===== config.mk =====
export PLATFORM = sky130hd
export DESIGN_NAME = fsp_ctrl
export DESIGN_NICKNAME = d
export VERILOG_FILES = /design/src/shared/fsp_pkg.sv /design/src/design/fsp_ctrl.sv /design/src/design/fsp_lock_dec.sv
export SDC_FILE = /design/constraint.sdc
export NUM_CORES = 1
export LEC_CHECK = 0
export BUFFER_PORTS_ARGS = -buffer_cell sky130_fd_sc_hd__buf_2
export CORE_ASPECT_RATIO = 1.5
export CORE_MARGIN = 3
export CORE_UTILIZATION = 44
export CTS_BUF_LIST = sky130_fd_sc_hd__clkbuf_4 sky130_fd_sc_hd__clkbuf_8
export CTS_CLUSTER_SIZE = 25
export DETAILED_ROUTE_END_ITERATION = 8
export MAX_ROUTING_LAYER = met4
export PLACE_DENSITY = 0.75
export SYNTH_ARGS = -nofsm -noshare
export SYNTH_HDL_FRONTEND = slang
export SYNTH_HIERARCHICAL = 1
export SYNTH_SLANG_ARGS = --single-unit

===== constraint.sdc =====
create_clock -name clk_sys -period 2.85 [get_ports clk_sys]
set_input_delay 0.57 -clock clk_sys [delete_from_list [all_inputs] [get_ports clk_sys]]
set_output_delay 0.57 -clock clk_sys [all_outputs]
set_load 0.005 [all_outputs]

===== src/shared/fsp_pkg.sv =====
// shared constants and types for the flash self-program protection block
package fsp_pkg;
   localparam int PTR_W = 16;
   localparam int WORD_IDX_W = 5;
   localparam int PAGE_W = 10;
   localparam int WORD_ADDR_W = 15;
   // enable window length in clock cycles
   localparam logic [2:0] ENABLE_WINDOW = 3'h4;
   // lock byte layout: general lock, application field, boot field
   localparam int LOCK_GEN_LO = 0;
   localparam int LOCK_GEN_HI = 1;
   localparam int LOCK_APP_LO = 2;
   localparam int LOCK_APP_HI = 3;
   localparam int LOCK_BOOT_LO = 4;
   localparam int LOCK_BOOT_HI = 5;
   localparam logic [7:0] LOCK_RESET = 8'hff;
   localparam logic [7:0] LOCK_KEEP_MASK = 8'hc0;
   // fuse byte layout: boot reset fuse and boot section size code
   localparam int FUSE_BOOT_RESET = 0;
   localparam int FUSE_SIZE_LO = 1;
   localparam int FUSE_SIZE_HI = 2;
   localparam logic [7:0] FUSE_RESET = 8'hff;
   localparam logic [WORD_ADDR_W-1:0] APP_RESET_ADDR = 15'h0000;
   // first boot page for each size code
   localparam logic [PAGE_W-1:0] BOOT_START_0 = 10'h3c0;
   localparam logic [PAGE_W-1:0] BOOT_START_1 = 10'h3e0;
   localparam logic [PAGE_W-1:0] BOOT_START_2 = 10'h3f0;
   localparam logic [PAGE_W-1:0] BOOT_START_3 = 10'h3f8;

   typedef enum {ST_IDLE, ST_ARMED, ST_BUSY} fsp_state_type;
   typedef enum logic [1:0] {OP_FILL, OP_ERASE, OP_WRITE, OP_LOCKSET} fsp_op_type;

   typedef struct packed {
      fsp_op_type op;
      logic [PAGE_W-1:0] page;
      logic [WORD_IDX_W-1:0] word;
      logic [15:0] data;
   } fsp_flash_cmd_type;
endpackage : fsp_pkg

===== src/design/fsp_ctrl.sv =====
// flash self-program protection, addressing and command sequencing
// What this block does
// - lock bits only program; chip erase clears
// - general write lock bits have no effect on program stores
// - general read/write lock bits have no effect on loads or stores
// - application field 11 allows everything
// - application field 10 blocks application stores
// - application 00 blocks stores, boot-code loads
// - application 01 allows stores, blocks boot loads
// - application high programmed masks irq conditionally
// - boot 11 free, boot 10 blocks stores
// - boot 00 blocks stores and application loads
// - boot 01 blocks application loads; masks irq in boot code with application vectors
// - bit value 1 unprogrammed, 0 programmed
// - reset vector zero or boot start by fuse
// - fuses change only via programming interface
// - pointer is high byte and low byte
// - low bits word in page, high page
// - address latched when operation starts
// - lock programming ignores the pointer
// - loads use full byte pointer
// - buffer words load in any order
// - store honoured four cycles after enable
// - stores from application code are ignored
`timescale 1ns/1ps
module fsp_ctrl (
   input wire logic clk_sys,
   input wire logic nrst,
   input wire logic [7:0] flash_pointer_high,
   input wire logic [7:0] flash_pointer_low,
   input wire logic ctrl_we,
   input wire fsp_pkg::fsp_op_type ctrl_op,
   input wire logic store_program_memory_instr,
   input wire logic [15:0] store_data,
   input wire logic lpm_strobe,
   input wire logic [fsp_pkg::WORD_ADDR_W-1:0] pc_word,
   input wire logic ivsel_boot,
   input wire logic flash_done,
   input wire logic prog_lock_we,
   input wire logic [7:0] prog_lock_data,
   input wire logic prog_fuse_we,
   input wire logic [7:0] prog_fuse_data,
   input wire logic chip_erase,
   output logic store_enable_bit,
   output fsp_pkg::fsp_flash_cmd_type flash_cmd,
   output logic flash_cmd_valid,
   output logic store_ignored,
   output logic store_denied,
   output logic lpm_valid,
   output logic [fsp_pkg::PTR_W-1:0] lpm_addr,
   output logic lpm_denied,
   output logic irq_mask,
   output logic [fsp_pkg::WORD_ADDR_W-1:0] reset_vector,
   output logic [7:0] lock_bits,
   output logic [7:0] fuse_bits
);
   import fsp_pkg::*;

   fsp_state_type state_q;
   logic [2:0] win_q;
   fsp_op_type op_q;
   logic [PTR_W-1:0] z;
   logic [PAGE_W-1:0] z_page;
   logic [WORD_IDX_W-1:0] z_word;
   logic [PAGE_W-1:0] boot_start;
   logic tgt_boot;
   logic exec_boot;
   logic app_store_ok;
   logic app_read_ok;
   logic app_irq;
   logic boot_store_ok;
   logic boot_read_ok;
   logic boot_irq;
   logic store_take;
   logic flash_op;
   logic store_ok;
   logic read_ok;

   // pointer assembly and page/word split; the word index is Z5:Z1
   assign z = {flash_pointer_high, flash_pointer_low};
   assign z_page = z[PTR_W-1 -: PAGE_W];
   assign z_word = z[WORD_IDX_W:1];

   // boundary from the size fuse code
   always_comb begin
      case (fuse_bits[FUSE_SIZE_HI:FUSE_SIZE_LO])
         2'h0: boot_start = BOOT_START_0;
         2'h1: boot_start = BOOT_START_1;
         2'h2: boot_start = BOOT_START_2;
         default: boot_start = BOOT_START_3;
      endcase
   end

   // section of target and of executing code by page compare
   assign tgt_boot = (z_page >= boot_start);
   assign exec_boot = (pc_word[WORD_ADDR_W-1 -: PAGE_W] >= boot_start);

   fsp_lock_dec u_app_dec (
      .field({lock_bits[LOCK_APP_HI], lock_bits[LOCK_APP_LO]}),
      .store_ok(app_store_ok),
      .cross_read_ok(app_read_ok),
      .irq_gate(app_irq)
   );

   fsp_lock_dec u_boot_dec (
      .field({lock_bits[LOCK_BOOT_HI], lock_bits[LOCK_BOOT_LO]}),
      .store_ok(boot_store_ok),
      .cross_read_ok(boot_read_ok),
      .irq_gate(boot_irq)
   );

   // permissions look only at the section fields, never the general lock
   assign store_ok = tgt_boot ? boot_store_ok : app_store_ok;
   // a load is refused only when it crosses from one section into the other
   assign read_ok = (tgt_boot == exec_boot) || (tgt_boot ? boot_read_ok : app_read_ok);

   // a store counts only inside the window and only from boot code
   assign store_take = (state_q == ST_ARMED) && store_program_memory_instr && exec_boot;
   assign flash_op = (op_q == OP_ERASE) || (op_q == OP_WRITE);

   // enable sequencer: armed by a control write, closed by a store or the window end
   always_ff @(posedge clk_sys or negedge nrst) begin
      if (!nrst) begin
         state_q <= ST_IDLE;
         win_q <= 3'h0;
         op_q <= OP_FILL;
      end else begin
         case (state_q)
            ST_IDLE: begin
               if (ctrl_we) begin
                  state_q <= ST_ARMED;
                  win_q <= ENABLE_WINDOW;
                  op_q <= ctrl_op;
               end
            end
            ST_ARMED: begin
               if (store_take) begin
                  // refused erase or write simply ends the window
                  state_q <= (flash_op && store_ok) ? ST_BUSY : ST_IDLE;
               end else if (win_q == 3'h1) begin
                  state_q <= ST_IDLE;  // auto-clear when no store came
               end else begin
                  win_q <= win_q - 3'h1;
               end
            end
            ST_BUSY: begin
               if (flash_done) begin
                  state_q <= ST_IDLE;
               end
            end
            default: state_q <= ST_IDLE;
         endcase
      end
   end

   // enable bit stays high through the window and the whole erase or write
   always_ff @(posedge clk_sys or negedge nrst) begin
      if (!nrst) begin
         store_enable_bit <= 1'b0;
      end else begin
         case (state_q)
            ST_IDLE: store_enable_bit <= ctrl_we;
            ST_ARMED: store_enable_bit <= store_take ? (flash_op && store_ok)
                                                   : (win_q != 3'h1);
            ST_BUSY: store_enable_bit <= !flash_done;
            default: store_enable_bit <= 1'b0;
         endcase
      end
   end

   // command to the flash array; the latched copy holds while busy so the
   // pointer is free for other use
   always_ff @(posedge clk_sys or negedge nrst) begin
      if (!nrst) begin
         flash_cmd <= '0;
         flash_cmd_valid <= 1'b0;
      end else begin
         flash_cmd_valid <= 1'b0;
         if (store_take && op_q != OP_LOCKSET && (!flash_op || store_ok)) begin
            // buffer fills carry their own word index, so any order works
            flash_cmd <= '{op: op_q, page: z_page, word: z_word, data: store_data};
            flash_cmd_valid <= 1'b1;
         end
      end
   end

   // status pulses for stores that had no effect
   always_ff @(posedge clk_sys or negedge nrst) begin
      if (!nrst) begin
         store_ignored <= 1'b0;
         store_denied <= 1'b0;
      end else begin
         store_ignored <= store_program_memory_instr && !exec_boot;
         store_denied <= store_take && flash_op && !store_ok;
      end
   end

   // lock byte: bits may only go 1 to 0 except on chip erase
   always_ff @(posedge clk_sys or negedge nrst) begin
      if (!nrst) begin
         lock_bits <= LOCK_RESET;
      end else if (chip_erase) begin
         lock_bits <= LOCK_RESET;
      end else if (prog_lock_we) begin
         lock_bits <= lock_bits & prog_lock_data;
      end else if (store_take && op_q == OP_LOCKSET) begin
         // pointer takes no part here; only data bits 5..0 program
         lock_bits <= lock_bits & (store_data[7:0] | LOCK_KEEP_MASK);
      end
   end

   // fuses: only the external programming port writes them
   always_ff @(posedge clk_sys or negedge nrst) begin
      if (!nrst) begin
         fuse_bits <= FUSE_RESET;
      end else if (prog_fuse_we) begin
         fuse_bits <= prog_fuse_data;
      end
   end

   // reset vector follows the boot reset fuse
   always_ff @(posedge clk_sys or negedge nrst) begin
      if (!nrst) begin
         reset_vector <= APP_RESET_ADDR;
      end else begin
         reset_vector <= fuse_bits[FUSE_BOOT_RESET] ? APP_RESET_ADDR
                                                   : {boot_start, {WORD_IDX_W{1'b0}}};
      end
   end

   // program memory loads use the byte address, bit 0 picks the byte
   always_ff @(posedge clk_sys or negedge nrst) begin
      if (!nrst) begin
         lpm_valid <= 1'b0;
         lpm_denied <= 1'b0;
         lpm_addr <= '0;
      end else begin
         lpm_valid <= lpm_strobe && read_ok;
         lpm_denied <= lpm_strobe && !read_ok;
         if (lpm_strobe) begin
            lpm_addr <= z;
         end
      end
   end

   // interrupt masking: only when vectors sit in the other section
   always_ff @(posedge clk_sys or negedge nrst) begin
      if (!nrst) begin
         irq_mask <= 1'b0;
      end else begin
         irq_mask <= (!exec_boot && ivsel_boot && app_irq)
                     || (exec_boot && !ivsel_boot && boot_irq);
      end
   end
endmodule : fsp_ctrl


===== src/design/fsp_lock_dec.sv =====
// decodes one two-bit protection field into access permissions
`timescale 1ns/1ps
module fsp_lock_dec (
   input wire logic [1:0] field,
   output logic store_ok,
   output logic cross_read_ok,
   output logic irq_gate
);
   // a bit at 1 is unprogrammed, 0 programmed; field is {high, low}
   always_comb begin
      store_ok = field[0];       // modes 11 and 01 let stores through
      cross_read_ok = field[1];  // modes 00 and 01 block cross-section loads
      irq_gate = ~field[1];      // high bit programmed masks interrupts
   end
endmodule : fsp_lock_dec


-- Word level (Yosys, flattened, before mapping)
Index checks and enable logic that the tools add are counted.
- add/subtract/negate cells: 1
- order comparisons: 2
- equality and inequality tests: 17
- mux-type cells: 20
- bitwise logic cells: 4
- reduce and logical (&&, ||, !) cells: 32
- operators by type and width (operator ; count):
    32-bit 2-to-1 mux ; 4
    32-bit one-hot mux with 3 select lines ; 1
    32-bit by 2-bit == test with 1-bit output, second input constant ; 2
    32-bit by 1-bit == test with 1-bit output, second input constant ; 1
    32-bit zero test ; 1
    8-bit 2-to-1 mux ; 3
    10-bit greater-or-equal comparator ; 2
    6-bit one-hot mux with 3 select lines ; 1
    8-bit bitwise AND ; 2
    1-bit logical AND ; 15
    15-bit 2-to-1 mux ; 1
    2-bit inequality test, second input constant ; 5
    3-bit 2-to-1 mux ; 3
    2-bit == test, second input constant ; 3
    1-bit zero test ; 6
    3-bit one-hot mux with 2 select lines ; 1
    2-bit by 1-bit == test with 1-bit output, second input constant ; 2
    1-bit logical OR ; 4
    1-bit 2-to-1 mux ; 4
    4-bit AND reduction ; 1
    3-bit by 1-bit == test with 1-bit output, second input constant ; 1
    3-bit by 1-bit inequality test with 1-bit output, second input constant ; 1
    3-bit inequality test, second input constant ; 1
    1-bit one-hot mux with 3 select lines ; 1
    other kinds (9) ; 10
- bits in registers: 124
- output and inout port bits: 87
- logic and storage cells: 94

-- Depth between registers and ports, before layout
Gate-level depths: netlist of run 1.
- word-level depth: 8
- mapped depth: 9
- gate-level depth less buffers: 7

-- By module
The synthesis of run 1 kept the hierarchy.
- by module, submodules not included (module ; times used ; cells an instance ; area each (um^2) ; sequential area each (um^2)):
    fsp_ctrl ; 1 ; 256 ; 3678.5 ; 2097.0
    fsp_lock_dec ; 2 ; 3 ; 18.8 ; 0.0

-- Worst setup path before layout of run 1
OpenSTA, ideal clock, no wires.
- path kind: in2reg
- start point: input port pc_word[8] (netlist name)
- end point: register flash_cmd[0] (netlist name)
- setup time: 0.125 ns
- arrival time: 2.680 ns
- required time: 2.725 ns
- setup slack: 0.044 ns
- stages on the path: 8
- path buffers: 1
- path through: inv_1 > ha_1 > or4b_4 > a41oi_4 > nand3_2 > a2111oi_4 > buf_6 > mux2_4
- word-level cells in the longest chain between the ends: 4
- ends and longest elaborated chain (element ; RTL line ; RTL):
    from (decl) ; fsp_ctrl.sv:36 ; input wire logic [fsp_pkg::WORD_ADDR_W-1:0] pc_word,
    10-bit greater-or-equal comparator ; fsp_ctrl.sv:96 ; assign exec_boot = (pc_word[WORD_ADDR_W-1 -: PAGE_W] >= boot_start);
    1-bit logical AND ; fsp_ctrl.sv:118 ; assign store_take = (state_q == ST_ARMED) && store_program_memory_instr && exec_boot;
    1-bit logical AND (2 in series) ; fsp_ctrl.sv:179 ; if (store_take && op_q != OP_LOCKSET && (!flash_op || store_ok)) begin
    to (signal assigned) ; fsp_ctrl.sv:181 ; flash_cmd <= '{op: op_q, page: z_page, word: z_word, data: store_data};
    to (decl) ; fsp_ctrl.sv:45 ; output fsp_pkg::fsp_flash_cmd_type flash_cmd,
Every way passes these cells.
A chain may end at the register's enable or synchronous reset.

-- Worst setup path after layout of run 1
- start point: register fuse_bits[1]
- end point: register flash_cmd[22] (netlist name)
- word-level cells in the longest chain between the ends: 6
- elaborated cells on any way between the ends: 11
- ends and longest elaborated chain (element ; RTL line ; RTL):
    from (decl) ; fsp_ctrl.sv:55 ; output logic [7:0] fuse_bits
    from (signal assigned) ; fsp_ctrl.sv:217 ; fuse_bits <= prog_fuse_data;
    2-bit == test, or another cell as far along ; fsp_ctrl.sv:86 ; case (fuse_bits[FUSE_SIZE_HI:FUSE_SIZE_LO])
    6-bit one-hot mux with 3 select lines (*) ; fsp_ctrl.sv:86 ;
    10-bit greater-or-equal comparator (on tied branches) ; fsp_ctrl.sv:95, fsp_ctrl.sv:96 ;
    1-bit 2-to-1 mux / 1-bit logical AND (equally long branches) ; fsp_ctrl.sv:113, fsp_ctrl.sv:118 ;
    1-bit logical OR / 1-bit logical AND (equally long branches) ; fsp_ctrl.sv:179 ;
    1-bit logical AND (*) ; fsp_ctrl.sv:179 ;
Every way passes the cells marked *; elsewhere a longest branch is shown, timed or not.

==> flow_summary.ini, run 1 <==
[layout]
area_growth_syn_to_layout_pct = 28.3
drive_gt1_share_pct = 61.0
fin_nets = 498
final_cell_area_um2 = 4770
diodes = 0

[floorplan]
die_area_um2 = 9610
die_h_um = 119
row_count = 40
die_w_um = 81.0
initial_core_util_pct = 45.8
core_area_um2 = 8110
num_io_pins = 162

[setup_path]
rrSetupSlack_ns = 0.12
required_ns = 3.08
critPathCaptureType = register
critPathLaunchType = register
crit_type = reg -> reg
cp.arrival_ns = 2.96
crit_fanout = 12

[synth]
ys.flop_type = dfrtp_1
synth_cell_types = 40
synth_top_area_share_pct = 45.1
ys_ff_latch = 83
ys_seq_area_share_pct = 56.4
synth_area_leader_cell = dfrtp_1
syn_avg_cell_area_um2 = 14.2
async_flop_share_pct = 100
yosys_warnings = 6
synth_common_cells = dfrtp_1 (67), mux2_4 (30), mux2_2 (28)
synthesis.instances = 262
syn_area_um2 = 3720
yosys-top-cells-area = dfrtp_1 (45%), mux2_4 (12%), dfstp_2 (11%), mux2_2 (8.5%), buf_4 (3.0%)
synth_most_common_cell = dfrtp_1
synth_edf_count = 0

[placed_design]
portBuffers = 148
post-place-ws_ns = -0.128
post_dp_cell_area_um2 = 4530
gp_congestion = 0.792
dp_hpwl_um = 6300

[detailed_routing]
drt_iter0_drc = 76
ant_nets = 0
num_vias = 2595
remaining_drc_errors = 0
routed_wirelength_um = 8470
drt_first_pass_iters = 4
wl_per_cell_um = 16.1
vias_per_cell = 4.93

[sta]
drv_slew = 0
setup_violations = 0
slew_headroom_pct = 33.3
hold_viol_final = 0
setup_slack_ns = 0.122
grt_setup_unrepaired = false
post-route-min-period_ns = 2.73
hold_slack_ns = 0.389
fmax_mhz = 367
min_period_over_period_pct = 95.7
skew_ns = 0.00951
worstMarginPinSlew_ns = 1.00
tns_ns = 0

[pwr]
total_leakage_power_nw = 2.42
sw_frac_of_total_pct = 28.6
comb_power_share_pct = 28.4
power.density_nw_per_um2 = 698
power_frac_seq_pct = 48.1
internal-power_mw = 2.38
switchingPower_uw = 951
clockPowerShare_pct = 23.5
ir_worst_vdd_mv = 0.367

[clocking]
htree_levels = 3
cts-root-buf = clkbuf_8
clkTransAtPathRegs_ns = 0.09
clock_latency_ns = 0.35
tritoncts = yes
clock-sinks = 83
cts_buffers = 9
cts_buffer_depth = 2

[flow_run]
maxCapViolCount = 0

[global_routing]
antenna_found_initial = 0
grt_remaining_overflow = 0
grt.total_usage_pct = 18.2
grt_max_degree = 83
grt_pass1_wl_um = 13000
grt_pass1_vias = 2640

[outcome]
status = finished clean

[worst_hold_path]
hp-class = in -> async
-- cell families after synthesis --
group | synth area share, %
mux | 20.9
compound gates | 5.89
other cells | 0.101
buf+inv | 5.56
flops | 56.4
simple gates | 8.79
fa+ha+maj | 2.36
-- through the flow --
stage / power, mW / instances / utilization (%)
6_report: 3.33 / 526 / 58.8
5_1_grt: 3.54 / 526 / 58.8
4_1_cts: 3.36 / 524 / 58.2
3_5_place_dp: 2.57 / 508 / 55.9
3_3_place_gp: 2.53 / 508 / 55.9
2_1_floorplan: 2.15 / 269 / -
-- layout by cell type, fill, tap and decap left out, types with 2 or more instances in the layout --
cell type,instances
buf_2,147
dfrtp_1,67
mux2_4,30
mux2_2,28
dfstp_2,16
nand2b_1,15
inv_1,11
clkbuf_8,11
conb_1,8
buf_4,8
nor2_1,7
ha_1,7
o21ai_0,6
o221ai_1,6
nand2_1,5
nand3_1,4
nor3b_1,4
nor2b_1,3
and2_1,3
a21o_1,2
and4_1,2
o22ai_1,2
clkinv_2,2
clkinvlp_4,2
-- power by group through the flow --
stage | Clock (mW) | Sequential (mW) | Combinational [mW]
6_report | 0.783 | 1.60 | 0.945
5_1_grt | 0.858 | 1.64 | 1.05
4_1_cts | 0.809 | 1.60 | 0.952
3_5_place_dp | 0 | 1.62 | 0.946
3_3_place_gp | 0 | 1.61 | 0.920
2_1_floorplan | 0 | 1.63 | 0.519
-- final timing paths --
path | from | to | cells after the start
max | fuse_bits[1] | flash_cmd[22] | 9
min | nrst | reset_vector[13] | 1
max reg2reg | fuse_bits[1] | flash_cmd[22] | 9
min reg2reg | fuse_bits[0] | reset_vector[13] | 1
max in group asynchronous | nrst | lock_bits[1] | 2
min in group clk_sys | ivsel_boot | irq_mask | 2
-- layout make-up --
type | count | area [µm²]
Fill cell | 683 | 3340
Sequential cell | 83 | 2100
Multi-Input combinational cell | 152 | 1450
Timing Repair Buffer | 159 | 867
Clock buffer | 12 | 159
Tap cell | 105 | 131
Inverter | 11 | 41.3
Clock inverter | 4 | 25.0
-- routing by layer --
layer	wire (µm)	vias to the layer above	track usage [%]
li1	-	1199	-
met1	3290	1286	20.4
met3	629	9	4.57
met2	4450	101	30.8
met5	0	-	-
met4	95	0	6.77
-- timing repair --
item	in CTS	in global routing
hold buffers	0	0
gates cloned	0	1
setup buffers	0	1
gates resized for setup	0	5
endpoints found under the setup margin	2	33
pin swaps	0	3
-- state kept, by name, indices dropped and copies added, names as in the netlist, 2 cells and up --
| name | flops |
|---|---|
| flash_cmd | 33 |
| lpm_addr | 16 |
| fuse_bits | 8 |
| lock_bits | 8 |
| reset_vector | 4 |
| win_q | 3 |
| op_q | 2 |
| state_q | 2 |
-- worst max-delay path: stages (launching register included) --
cell and delay, ns:
dfstp_2 0.54, and2_4 0.15, ha_1 0.11, or4b_1 0.44, nand4b_1 0.17, a311oi_2 0.16
a2111oi_4 0.36, buf_6 0.18, buf_12 0.16, mux2_2 0.34
No activity file was read; power rests on OpenSTA's default activity.
==> inputs of run 2 (changes only) <==
--- a/config.mk
+++ b/config.mk
@@ -5,15 +5,16 @@
 export SDC_FILE = /design/constraint.sdc
 export NUM_CORES = 1
 export LEC_CHECK = 0
+export ABC_AREA = 1
 export BUFFER_PORTS_ARGS = -buffer_cell sky130_fd_sc_hd__buf_2
 export CORE_ASPECT_RATIO = 1.5
 export CORE_MARGIN = 3
-export CORE_UTILIZATION = 44
+export CORE_UTILIZATION = 45
 export CTS_BUF_LIST = sky130_fd_sc_hd__clkbuf_4 sky130_fd_sc_hd__clkbuf_8
 export CTS_CLUSTER_SIZE = 25
 export DETAILED_ROUTE_END_ITERATION = 8
 export MAX_ROUTING_LAYER = met4
-export PLACE_DENSITY = 0.75
+export PLACE_DENSITY = 0.76
 export SYNTH_ARGS = -nofsm -noshare
 export SYNTH_HDL_FRONTEND = slang
 export SYNTH_HIERARCHICAL = 1
==> run 2 against run 1 <==
Net effect:
- sequential power is essentially flat
- wire length increased by 6.6%
- die area decreased by 0.29%
- critical endpoint is now flash_cmd[30]
- largest cell class unchanged
- largest power group unchanged
==> flow_summary.ini, run 2 <==
[placed_design]
post-place-ws_ns = 0.456
portBuffers = 148
gp_congestion = 0.800
dp_hpwl_um = 6880
placed_cells = 645

[floorplan]
initial_core_util_pct = 46.7
die_h_um = 118
die_w_um = 80.9
die_area_um2 = 9580
num_io_pins = 162
row_count = 40
core_area_um2 = 8110

[synth]
yosys_warnings = 6
synth_top_area_share_pct = 44.3
synthesis.instances = 411
synth_area_leader_cell = dfrtp_1
syn_area_um2 = 3790
ys_seq_area_share_pct = 55.4
synth_common_cells = nand2_1 (139), dfrtp_1 (67), nand3_1 (59)
syn_avg_cell_area_um2 = 9.22
async_flop_share_pct = 100
synth_cell_types = 32
synth_most_common_cell = nand2_1
yosys-top-cells-area = dfrtp_1 (44%), nand2_1 (14%), dfstp_2 (11%), nand3_1 (7.8%), buf_4 (3.8%)
synth_edf_count = 0
ys_ff_latch = 83
ys.flop_type = dfrtp_1

[global_routing]
grt_pass1_vias = 3141
grt.total_usage_pct = 19.9
grtUsageMet2_pct = 33.3
busiest_layer = met2
global_route.usage.met3_pct = 2.06
antenna_found_initial = 0
grt_pass1_wl_um = 14400
grtUsageMet1_pct = 22.3
grt_remaining_overflow = 0
grt_max_degree = 77

[layout]
final_cell_mix = buf_2 (147), nand2_1 (139), dfrtp_1 (67)
largest_reg_flops = 33
top_regs = flash_cmd: 33 flops, lpm_addr: 16 flops
fin_nets = 633
drive_gt1_share_pct = 38.5
regMostFlops = flash_cmd
area_growth_syn_to_layout_pct = 23.9
diodes = 0
fin_cells = 661
final_common_cell = buf_2

[sta]
hold_slack_ns = 0.354
setup_violations = 0
worstMarginPinSlew_ns = 0.946
skew_ns = 0.00586
setup_slack_ns = 0.599
fmax_mhz = 444
hold_viol_final = 0
tns_ns = 0
min_period_over_period_pct = 79.0
post-route-min-period_ns = 2.25
grt_setup_unrepaired = false
slew_headroom_pct = 36.9
drv_slew = 0

[detailed_routing]
drt_iter0_drc = 152
drt_first_pass_iters = 4
num_vias = 3178
vias_per_cell = 4.81
remaining_drc_errors = 0
wl_per_cell_um = 13.7
ant_nets = 0
routed_wirelength_um = 9030

[clocking]
clock_latency_ns = 0.34
post_cts_buffers = 0
cts-root-buf = clkbuf_8
clkTransAtPathRegs_ns = 0.08
ctsResizeCount = 0
tritoncts = yes
cts_buffer_depth = 2
hold_buffers = 0
cts_buffers = 9
htree_levels = 3
clock-sinks = 83

[pwr]
power.density_nw_per_um2 = 722
total_leakage_power_nw = 2.69
ir_worst_vdd_mv = 0.303

[setup_path]
crit_type = reg -> reg
crit_fanout = 34
required_ns = 3.13
cp.arrival_ns = 2.53
critPathLaunchType = register
critPathCaptureType = register

[flow_run]
maxCapViolCount = 0

[worst_hold_path]
hp-class = in -> async

[outcome]
status = finished clean
run 2: per-stage QoR:
stage / instance area [µm²] / util (%) / power, mW
after detailed placement: 4500 / 55.5 / 2.63
final: 4690 / 57.9 / 3.39
after global placement: 4500 / 55.5 / 2.59
after floorplan: 3810 / - / 2.22
after global routing: 4690 / 57.9 / 3.63
after CTS: 4690 / 57.9 / 3.43
run 2: logic make-up (layout without fill, tap and decap cells):
family / after synthesis / count (layout) / synth area share (%)
simple gates: 241 / 241 / 29.1
flops: 83 / 83 / 55.4
buf+inv: 54 / 192 / 7.99
compound gates: 16 / 16 / 2.58
mux: 8 / 8 / 2.38
fa+ha+maj: 7 / 7 / 2.31
other cells: 1 / 8 / 0.0990
xor+xnor: 1 / 1 / 0.231
run 2: area by class of cell:
class,instances,area [µm²]
Clock inverter,2,10.0
Tap cell,105,131
Clock buffer,14,180
Fill cell,785,3410
Multi-Input combinational cell,281,1420
Timing Repair Buffer,151,766
Inverter,25,93.8
Sequential cell,83,2100
run 2: worst paths after layout:
| kind | start | end | slack [ns] | cells past startpoint |
|---|---|---|---|---|
| worst min register to register | lpm_addr[12] | lpm_addr[12] | 0.47 | 2 |
| worst max register to register | fuse_bits[2] | flash_cmd[30] | 0.60 | 14 |
| max in group asynchronous | nrst | fuse_bits[4] | 1.74 | 2 |
| min in group clk_sys | ivsel_boot | irq_mask | 0.43 | 2 |
| worst max-delay path | fuse_bits[2] | flash_cmd[30] | 0.60 | 14 |
| worst min-delay path | nrst | flash_cmd[20] | 0.35 | 1 |
run 2: critical path, cell delays in order, from the launching register on:
cell	delay (ns)
dfstp_2	0.56
nand2_1	0.07
inv_1	0.09
ha_1	0.23
inv_1	0.05
nor2_1	0.03
nand2_1	0.05
nand2_1	0.05
nand2_1	0.07
nand2_2	0.07
nand3_2	0.10
nand3_4	0.22
nand2_4	0.41
nand2_1	0.10
nand2_1	0.08
run 2: report_power, final:
group,switching [mW],internal [mW],leakage [nW]
clock,0.390,0.406,0.103
combinational,0.543,0.419,1.56
sequential,0.162,1.47,1.03
run 2: per-layer routing:
layer | routed length, µm | up-vias
li1 | - | 1569
met1 | 3420 | 1487
met2 | 4780 | 95
met3 | 424 | 27
met4 | 395 | 0
met5 | 0 | -
